<file path="src/core/acc_pkg.sv">
// Overview of operation
// - writing one to the start flag begins one conversion cycle.
// - hardware clears the start flag when the conversion finishes.
// - start flag reads one while converting, zero otherwise.
// - converter-on bit enables converter; zero gates it off completely.
// - analog inputs on oscillator pins disabled when system clock is external.
// - five-bit field selects which internal source auto-starts a conversion.
// - auto-trigger sources start conversions only on a rising edge.
// - upper three auto-trigger register bits read zero, writes ignored.
// - alignment one gives right-justified result, top two bits in high byte.
// - alignment zero gives left-justified result, low two bits in bits 7-6.
package acc_pkg;
    localparam logic [3:0] OFS_CTRL0    = 4'h0;
    localparam logic [3:0] OFS_CTRL1    = 4'h4;
    localparam logic [3:0] OFS_TRIG     = 4'h8;
    localparam logic [3:0] OFS_RESH     = 4'hc;
    localparam logic [4:0] OFS_RESL     = 5'h10;
    localparam logic [4:0] OFS_IRQ_STAT = 5'h14;
    localparam logic [4:0] OFS_IRQ_MASK = 5'h18;

    localparam int BIT_ON       = 0;
    localparam int BIT_GO       = 1;
    localparam int BIT_ALIGN    = 7;
    localparam int POS_CLKSEL   = 4;
    localparam int POS_PREF     = 0;
    localparam int IRQ_DONE     = 0;
    localparam int IRQ_TRIGGER  = 1;

    localparam logic [7:0] RST_CTRL0    = 8'h00;
    localparam logic [7:0] RST_CTRL1    = 8'h00;
    localparam logic [7:0] RST_TRIG     = 8'h00;
    localparam logic [7:0] MASK_CTRL1   = 8'hf3;
    localparam logic [7:0] MASK_TRIG    = 8'h1f;
    localparam logic [1:0] MASK_IRQ     = 2'h3;

    localparam int CONV_TAD   = 12;
    localparam int RC_DIV     = 8;

    localparam logic [1:0] PREF_SUPPLY   = 2'h0;
    localparam logic [1:0] PREF_RESERVED = 2'h1;
    localparam logic [1:0] PREF_EXTPIN   = 2'h2;
    localparam logic [1:0] PREF_FIXED    = 2'h3;

    typedef enum logic [1:0] {
        ACC_IDLE   = 2'b00,
        ACC_SAMPLE = 2'b01,
        ACC_CONV   = 2'b11
    } acc_state_t;
endpackage

</file>
<file path="src/core/acc_clk_if.sv">
`timescale 1ns/1ns
interface acc_clk_if;
    logic [2:0] clock_select;
    logic       run;
    logic       tick;
    modport ctrl (output clock_select, output run, input tick);
    modport gen  (input clock_select, input run, output tick);
endinterface

</file>
<file path="src/core/acc_clkgen.sv">
`timescale 1ns/1ns
module acc_clkgen #(
    parameter int RC_DIVIDE = acc_pkg::RC_DIV
) (
    input  wire logic  clk_i,
    input  wire logic  rst_i,
    acc_clk_if.gen     cif
);
    logic [6:0] cnt;
    logic [6:0] limit;

    // divide codes: 000 /2, 001 /8, 010 /32, 100 /4, 101 /16, 110 /64, x11 rc
    always_comb begin
        unique case (cif.clock_select)
            3'h0:    limit = 7'h01;
            3'h1:    limit = 7'h07;
            3'h2:    limit = 7'h1f;
            3'h4:    limit = 7'h03;
            3'h5:    limit = 7'h0f;
            3'h6:    limit = 7'h3f;
            default: limit = 7'(RC_DIVIDE - 1);
        endcase
    end

    always_ff @(posedge clk_i) begin
        if (rst_i || !cif.run || cnt >= limit) begin
            cnt <= 7'h00;
        end else begin
            cnt <= cnt + 7'h01;
        end
    end

    assign cif.tick = cif.run && (cnt == limit);
endmodule

</file>
<file path="src/core/acc_top.sv">
`timescale 1ns/1ns
module acc_top #(
    parameter int NUM_TRIG = 32
) (
    input  wire logic                clk_i,
    input  wire logic                rst_i,
    input  wire logic                wb_cyc_i,
    input  wire logic                wb_stb_i,
    input  wire logic                wb_we_i,
    input  wire logic [4:0]          wb_adr_i,
    input  wire logic [31:0]         wb_dat_i,
    input  wire logic [3:0]          wb_sel_i,
    output logic      [31:0]         wb_dat_o,
    output logic                     wb_ack_o,
    input  wire logic [NUM_TRIG-1:0] trig_i,
    input  wire logic                sys_clk_external_i,
    input  wire logic                cmp_bit_i,
    output logic                     converter_on_o,
    output logic                     sample_o,
    output logic [9:0]               sar_code_o,
    output logic [1:0]               positive_ref_select_o,
    output logic                     osc_pin_analog_disable_o,
    output logic                     irq_o
);
    ////////////////////////////////////////////////////////////////////
    logic [7:0]  ctrl0;
    logic [7:0]  ctrl1;
    logic [7:0]  trig_sel;
    logic [9:0]  result;
    logic [1:0]  irq_stat;
    logic [1:0]  irq_mask;
    logic [NUM_TRIG-1:0] trig_s1;
    logic [NUM_TRIG-1:0] trig_s2;
    logic [NUM_TRIG-1:0] trig_s3;
    logic        ext_s1;
    logic        ext_s2;
    logic        cmp_s1;
    logic        cmp_s2;
    logic        trig_rise;
    logic        go_write;
    logic        done;
    logic        step;
    logic        sar_load;
    logic [1:0]  settle;
    logic        wr;
    logic [3:0]  tad_cnt;
    logic [3:0]  bit_idx;
    logic [9:0]  sar;
    acc_pkg::acc_state_t state;
    acc_clk_if   cif ();

    // writes land on the ack edge, while the master still holds its request
    assign wr = wb_cyc_i && wb_stb_i && wb_we_i && wb_ack_o && wb_sel_i[0];

    ////////////////////////////////////////////////////////////////////
    // bus: one wait state, ack drops the cycle after it was given
    always_ff @(posedge clk_i) begin
        if (rst_i) begin
            wb_ack_o <= 1'b0;
        end else begin
            wb_ack_o <= wb_cyc_i && wb_stb_i && !wb_ack_o;
        end
    end

    always_ff @(posedge clk_i) begin
        if (rst_i) begin
            wb_dat_o <= 32'h0000_0000;
        end else begin
            unique case (wb_adr_i)
                5'(acc_pkg::OFS_CTRL0):    wb_dat_o <= {24'h0, ctrl0};
                5'(acc_pkg::OFS_CTRL1):    wb_dat_o <= {24'h0, ctrl1};
                5'(acc_pkg::OFS_TRIG):     wb_dat_o <= {24'h0, trig_sel};
                5'(acc_pkg::OFS_RESH):     wb_dat_o <= {24'h0, align_hi(result, ctrl1)};
                acc_pkg::OFS_RESL:         wb_dat_o <= {24'h0, align_lo(result, ctrl1)};
                acc_pkg::OFS_IRQ_STAT:     wb_dat_o <= {30'h0, irq_stat};
                acc_pkg::OFS_IRQ_MASK:     wb_dat_o <= {30'h0, irq_mask};
                default:                   wb_dat_o <= 32'h0000_0000;
            endcase
        end
    end

    function automatic logic [7:0] align_hi(input logic [9:0] r, input logic [7:0] c1);
        if (c1[acc_pkg::BIT_ALIGN]) begin
            align_hi = {6'h00, r[9:8]};
        end else begin
            align_hi = r[9:2];
        end
    endfunction

    function automatic logic [7:0] align_lo(input logic [9:0] r, input logic [7:0] c1);
        if (c1[acc_pkg::BIT_ALIGN]) begin
            align_lo = r[7:0];
        end else begin
            align_lo = {r[1:0], 6'h00};
        end
    endfunction

    ////////////////////////////////////////////////////////////////////
    // configuration registers
    always_ff @(posedge clk_i) begin
        if (rst_i) begin
            ctrl1    <= acc_pkg::RST_CTRL1;
            trig_sel <= acc_pkg::RST_TRIG;
        end else if (wr && wb_adr_i == 5'(acc_pkg::OFS_CTRL1)) begin
            ctrl1 <= wb_dat_i[7:0] & acc_pkg::MASK_CTRL1;
        end else if (wr && wb_adr_i == 5'(acc_pkg::OFS_TRIG)) begin
            trig_sel <= wb_dat_i[7:0] & acc_pkg::MASK_TRIG;
        end
    end

    assign go_write = wr && wb_adr_i == 5'(acc_pkg::OFS_CTRL0) && wb_dat_i[acc_pkg::BIT_GO];

    // go flag: set by software or trigger, cleared by hardware at done
    always_ff @(posedge clk_i) begin
        if (rst_i) begin
            ctrl0 <= acc_pkg::RST_CTRL0;
        end else begin
            if (wr && wb_adr_i == 5'(acc_pkg::OFS_CTRL0)) begin
                ctrl0[7:2]             <= wb_dat_i[7:2];
                ctrl0[acc_pkg::BIT_ON] <= wb_dat_i[acc_pkg::BIT_ON];
            end
            if (done) begin
                ctrl0[acc_pkg::BIT_GO] <= 1'b0;
            end
            // a start only counts with the converter on
            if ((go_write || trig_rise) && converter_on_o && state == acc_pkg::ACC_IDLE) begin
                ctrl0[acc_pkg::BIT_GO] <= 1'b1;
            end
            if (wr && wb_adr_i == 5'(acc_pkg::OFS_CTRL0) && !wb_dat_i[acc_pkg::BIT_ON]) begin
                ctrl0[acc_pkg::BIT_GO] <= 1'b0;
            end
        end
    end

    assign converter_on_o = ctrl0[acc_pkg::BIT_ON];
    assign positive_ref_select_o = ctrl1[acc_pkg::POS_PREF +: 2];

    ////////////////////////////////////////////////////////////////////
    // trigger sources and pins come from other domains
    always_ff @(posedge clk_i) begin
        if (rst_i) begin
            trig_s1 <= '0;
            trig_s2 <= '0;
            trig_s3 <= '0;
            ext_s1  <= 1'b0;
            ext_s2  <= 1'b0;
            cmp_s1  <= 1'b0;
            cmp_s2  <= 1'b0;
        end else begin
            trig_s1 <= trig_i;
            trig_s2 <= trig_s1;
            trig_s3 <= trig_s2;
            ext_s1  <= sys_clk_external_i;
            ext_s2  <= ext_s1;
            cmp_s1  <= cmp_bit_i;
            cmp_s2  <= cmp_s1;
        end
    end

    // selector code 0 means no auto trigger
    assign trig_rise = (trig_sel[4:0] != 5'h00)
                       && trig_s2[trig_sel[4:0]] && !trig_s3[trig_sel[4:0]];

    always_ff @(posedge clk_i) begin
        if (rst_i) begin
            osc_pin_analog_disable_o <= 1'b0;
        end else begin
            osc_pin_analog_disable_o <= ext_s2;
        end
    end

    ////////////////////////////////////////////////////////////////////
    // conversion sequencer, one tad per step, two tads per step at the fastest tad
    assign cif.clock_select = ctrl1[acc_pkg::POS_CLKSEL +: 3];
    assign cif.run          = converter_on_o && state != acc_pkg::ACC_IDLE;

    acc_clkgen u_clkgen (
        .clk_i (clk_i),
        .rst_i (rst_i),
        .cif   (cif)
    );

    // a decision waits until the comparator has crossed its synchroniser:
    // the fastest tad is shorter than that, so such steps stretch
    assign step     = state == acc_pkg::ACC_CONV && cif.tick && settle[1];
    assign done     = step && bit_idx == 4'h0;
    assign sar_load = (state == acc_pkg::ACC_SAMPLE && cif.tick
                       && tad_cnt == 4'(acc_pkg::CONV_TAD - 11)) || step;

    always_ff @(posedge clk_i) begin
        if (rst_i || sar_load) begin
            settle <= 2'h0;
        end else if (settle != 2'h3) begin
            settle <= settle + 2'h1;
        end
    end

    always_ff @(posedge clk_i) begin
        if (rst_i || !converter_on_o) begin
            state   <= acc_pkg::ACC_IDLE;
            tad_cnt <= 4'h0;
            bit_idx <= 4'h9;
            sar     <= 10'h000;
        end else begin
            unique case (state)
                acc_pkg::ACC_IDLE: begin
                    if (ctrl0[acc_pkg::BIT_GO]) begin
                        state   <= acc_pkg::ACC_SAMPLE;
                        tad_cnt <= 4'h0;
                    end
                end
                acc_pkg::ACC_SAMPLE: begin
                    if (cif.tick) begin
                        tad_cnt <= tad_cnt + 4'h1;
                        if (tad_cnt == 4'(acc_pkg::CONV_TAD - 11)) begin
                            state   <= acc_pkg::ACC_CONV;
                            bit_idx <= 4'h9;
                            sar     <= 10'h200;
                        end
                    end
                end
                acc_pkg::ACC_CONV: begin
                    if (step) begin
                        // keep the trial bit when the comparator says input is above
                        sar[bit_idx] <= cmp_s2;
                        if (bit_idx != 4'h0) begin
                            sar[bit_idx - 4'h1] <= 1'b1;
                            bit_idx <= bit_idx - 4'h1;
                        end else begin
                            state <= acc_pkg::ACC_IDLE;
                        end
                    end
                end
                default: state <= acc_pkg::ACC_IDLE;
            endcase
        end
    end

    assign sample_o   = state == acc_pkg::ACC_SAMPLE;
    assign sar_code_o = sar;

    always_ff @(posedge clk_i) begin
        if (rst_i) begin
            result <= 10'h000;
        end else if (done) begin
            result <= {sar[9:1], cmp_s2};
        end
    end

    ////////////////////////////////////////////////////////////////////
    // interrupts: write one to clear, a fresh event beats the clear
    always_ff @(posedge clk_i) begin
        if (rst_i) begin
            irq_stat <= 2'h0;
            irq_mask <= 2'h0;
        end else begin
            if (wr && wb_adr_i == acc_pkg::OFS_IRQ_MASK) begin
                irq_mask <= wb_dat_i[1:0] & acc_pkg::MASK_IRQ;
            end
            irq_stat <= (irq_stat
                         & ~((wr && wb_adr_i == acc_pkg::OFS_IRQ_STAT) ? wb_dat_i[1:0] : 2'h0))
                        | {trig_rise, done};
        end
    end

    assign irq_o = |(irq_stat & irq_mask);
endmodule

</file>
<file path="config.mk">
export PLATFORM = sky130hd
export DESIGN_NAME = acc_top
export DESIGN_NICKNAME = d
export VERILOG_FILES = /design/src/core/acc_pkg.sv /design/src/core/acc_clk_if.sv /design/src/core/acc_clkgen.sv /design/src/core/acc_top.sv
export SDC_FILE = /design/constraint.sdc
export NUM_CORES = 1
export LEC_CHECK = 0
export BUFFER_PORTS_ARGS = -buffer_cell sky130_fd_sc_hd__buf_2
export CORE_UTILIZATION = 25
export DETAILED_ROUTE_END_ITERATION = 7
export GPL_ROUTABILITY_DRIVEN = 0
export MAX_ROUTING_LAYER = met4
export PLACE_DENSITY_LB_ADDON = 0.12
export SLEW_MARGIN = 20
export SYNTH_ARGS = -nofsm -noshare
export SYNTH_HDL_FRONTEND = slang
export SYNTH_HIERARCHICAL = 1
export SYNTH_SLANG_ARGS = --single-unit
</file>
<file path="constraint.sdc">
create_clock -name clk_i -period 2.77 [get_ports clk_i]
set_input_delay 0.1385 -clock clk_i [delete_from_list [all_inputs] [get_ports clk_i]]
set_output_delay 0.1385 -clock clk_i [all_outputs]
set_load 0.1 [all_outputs]
</file>
==> run metrics <==
worst reg2reg endpoint result[3]$_SDFFE_PP0P_; Post-synth EDFFs 0; Max stage delay on crit path 0.49 ns; Sw Share 27.7%; Port Buf Inserts 77; Post-Route WL 17,100 µm; CP required 3.07 ns; hold wc startpoint wb_dat_i[1]; first-pass GRT wire length 27,400 µm; Hold Crit Class primary input to flip-flop; Leakage Power 3.42 nW; Pint 0.00391 W; final period utilization 90.1%; Worst EP arrival 2.79 ns; Die Wd 170 µm; Vias 5,267; DIE HEIGHT 170 µm; Flop pwr share 47.3%; critical-path cell list nand2b_1, o21a_1, ha_1, nand4b_1, nor2_1, buf_4, nand2_1, or4_4, buf_4, mux2i_1, nor2_1; Tmin final 2.50 ns; Syn Area/Cell 9.79 µm²; Core Footprint 27,800 µm²; Post-Route Skew 0.0107 ns; Async SR Flop Fraction 0%; CP endpoint kind flip-flop; WS Path Type flip-flop to flip-flop; DR WL met2 7570 µm; drt drc 0; Filler cells 2,964; CTS tree yes; clock latency on the worst-skew pair 0.43 ns; Clock Sinks 172; synthesized flop and latch total 172; Inserted Clock Buffers 17; Peak VDD IR 0.000347 V; Cells after Synth 722; status completed; worst-path fanout max 8; Final nets 936; RSZ-0062 raised after global routing false; vias per cell 4.27; Setup violations, final 0; drt pass-1 iters 4; wire length on met3 638 µm; final core utilization 32.0%; logic gate share of total power 6.9%; Buf/Inv on CP 2; Worst Tran Pin Value 0.756 ns; Hold EP ctrl1[1]$_SDFFE_PP0P_; worst r2r path cells 11; std cell rows 61; Startpoint Class flip-flop; Initial Util 25.4%; delay-heaviest family, CP simple AND/OR/NAND/NOR gates; Worst-path clk slew 0.07 ns; PwrDens 609 nW/µm²; Detailed Place HPWL 11,800 µm; max_cap viols 0; total grt overflow 0; wire per inst 13.9 µm; Netlist cell types 60; CTS H-tree depth 4; Max Fclk 0.401 GHz; final hold violation count 0; Ports 129; met1 wire length 8610 µm; gr usage total 12.6%; Clk pwr share 45.8%; depth of the worst hold-timing path 3; ys flop type dfxtp_1; CTS Root Cell clkbuf_16; die area 29,000 µm²; CP max-delay cell or4_4; # diodes 0; largest net degree at the start of global routing 58; Mapped Area 7070 µm²; share of layout cells above drive strength 1 18.6%; sequential cell area fraction in the yosys report 48.7%; worst r2r src ctrl1[5]$_SDFFE_PP0P_; initial antenna violation count 0; antenna violation net count after detailed routing 0; Ys Warns 6; Slew Limit Fails 0; Clock Tree Buf Depth 2; vias in the first global route 4,911; Top Layer Used met4; setup TNS 0 ns; r2r setup slk 0.27 ns; P&R area growth vs syn 25.7%; Final Total Pwr 0.00542 W; slew margin rel. 49.5%; DRT iter0 DRCs 271; P_sw 0.00150 W
-- synth_stat cells (all sizes together), types with 7 or more instances --
master  instances  area [µm²]
a211oi          7        52.6
a21oi          44         220
buf            40         278
clkbuf         28         105
dfxtp         172        3440
ha             14         175
mux2i          29         290
mux4           15         349
nand2          64         240
nand3          26         135
nor2           42         158
nor2b         110         688
nor3           15        85.1
o21ai          16        80.1
-- worst reg2reg max path: cells and delay by family, from the launching register on --
family	cells	cell delay, ns
adder cells (fa/ha/maj)	1	0.26
multiplexers	1	0.14
AND/OR/NAND/NOR	6	1.04
buffers and inverters	2	0.36
flip-flops	1	0.44
AO/OA/AOI/OAI	1	0.12
-- sequential cells by signal, summed over array words and instances, names as in the netlist, 4 cells and up --
signal        count
bit_idx           4
ctrl0             8
ctrl1             6
result           10
sar_code_o       10
tad_cnt           4
trig_s1          32
trig_s2          32
trig_s3          32
trig_sel          5
u_clkgen/cnt      7
wb_dat_o          8
-- through the flow --
step / area (µm²) / hold WS (ns) / setup slack, ns / std cells
after detailed placement: 7840 / 0.351 / 0.145 / 1159
after CTS: 8880 / 0.00404 / 0.118 / 1233
after global routing: 8890 / 0.0443 / 0.0611 / 1233
after floorplan: 7160 / 0.267 / 0.106 / 745
final: 8890 / 0.0373 / 0.274 / 1233
after global placement: 7840 / 0.348 / 0.192 / 1159
-- how the worst max path moves through the flow --
stage,slack [ns],startpoint,to,cells after the start
4_1_cts,0.12,ctrl1[5]$_SDFFE_PP0P_,result[3]$_SDFFE_PP0P_,11
6_report,0.27,ctrl1[5]$_SDFFE_PP0P_,result[3]$_SDFFE_PP0P_,11
3_3_place_gp,0.19,ctrl1[5]$_SDFFE_PP0P_,result[3]$_SDFFE_PP0P_,11
2_1_floorplan,0.11,ctrl0[0]$_SDFFE_PP0N_,result[5]$_SDFFE_PP0P_,9
5_1_grt,0.06,ctrl1[5]$_SDFFE_PP0P_,ctrl0[1]$_SDFFE_PP0P_,11
3_5_place_dp,0.14,ctrl1[5]$_SDFFE_PP0P_,result[3]$_SDFFE_PP0P_,11
-- cell families (layout without fill, tap and decap cells) --
kind of cell	after synthesis	count (layout)	synth area share (%)
buffers and inverters	74	184	5.73
other	1	24	0.0530
multiplexers	48	48	9.68
AO/OA/AOI/OAI	103	103	9.27
XOR/XNOR	7	7	0.867
flip-flops	172	172	48.7
AND/OR/NAND/NOR	303	303	23.2
adder cells (fa/ha/maj)	14	14	2.48
-- area by class of cell --
class | count | area [µm²] | area share, %
inverter | 6 | 22.5 | 0.253
tap | 378 | 473 | 5.32
timing repair buffer | 146 | 1010 | 11.4
sequential | 172 | 3440 | 38.7
multi-input combinational | 499 | 3310 | 37.3
clock inverter | 15 | 201 | 2.27
clock buffer | 17 | 425 | 4.79
-- power groups by stage --
stage	combinational [W]	clock, W	sequential [W]
after global routing	0.000400	0.00267	0.00257
after floorplan	0.000280	0	0.00262
after CTS	0.000376	0.00258	0.00256
final	0.000372	0.00248	0.00256
after detailed placement	0.000331	0	0.00262
after global placement	0.000331	0	0.00262
-- cell usage in the layout (no fill, tap or decap), types with 3 or more instances in the layout --
cell / instances
nand4b_1: 3
dlygate4sd3_1: 42
mux2i_1: 29
o31ai_1: 3
nor3b_1: 5
inv_12: 3
nor2_1: 42
o21ai_1: 6
a21oi_1: 44
nand4_1: 4
or3_1: 4
and3_1: 3
mux4_2: 12
nor3_1: 13
buf_2: 76
a22oi_1: 6
nand2_1: 64
inv_8: 4
nand3b_1: 6
nand2b_1: 6
mux4_1: 3
nand3_1: 25
a222oi_1: 4
clkinv_8: 5
a211oi_1: 7
xor2_1: 5
inv_1: 6
nor4_1: 4
o21ai_0: 10
buf_4: 28
mux2_2: 4
clkbuf_16: 17
nor2b_1: 110
a31oi_1: 3
ha_1: 14
conb_1: 24
dfxtp_1: 172
-- repair_timing --
action / in CTS / in global routing
hold buffers: 42 / 0
setup endpoints to repair: 0 / 5
endpoints found under the hold margin: 46 / 0
setup buffers: 0 / 0
gates resized for setup: 0 / 1
-- metal layers --
layer | GRT usage, % | vias up
met4 | 5.09 | 0
met1 | 17.5 | 2446
li1 | - | 2687
met3 | 2.37 | 20
met5 | - | -
met2 | 18.0 | 114
Note: power is estimated with default switching activity, not from simulation.
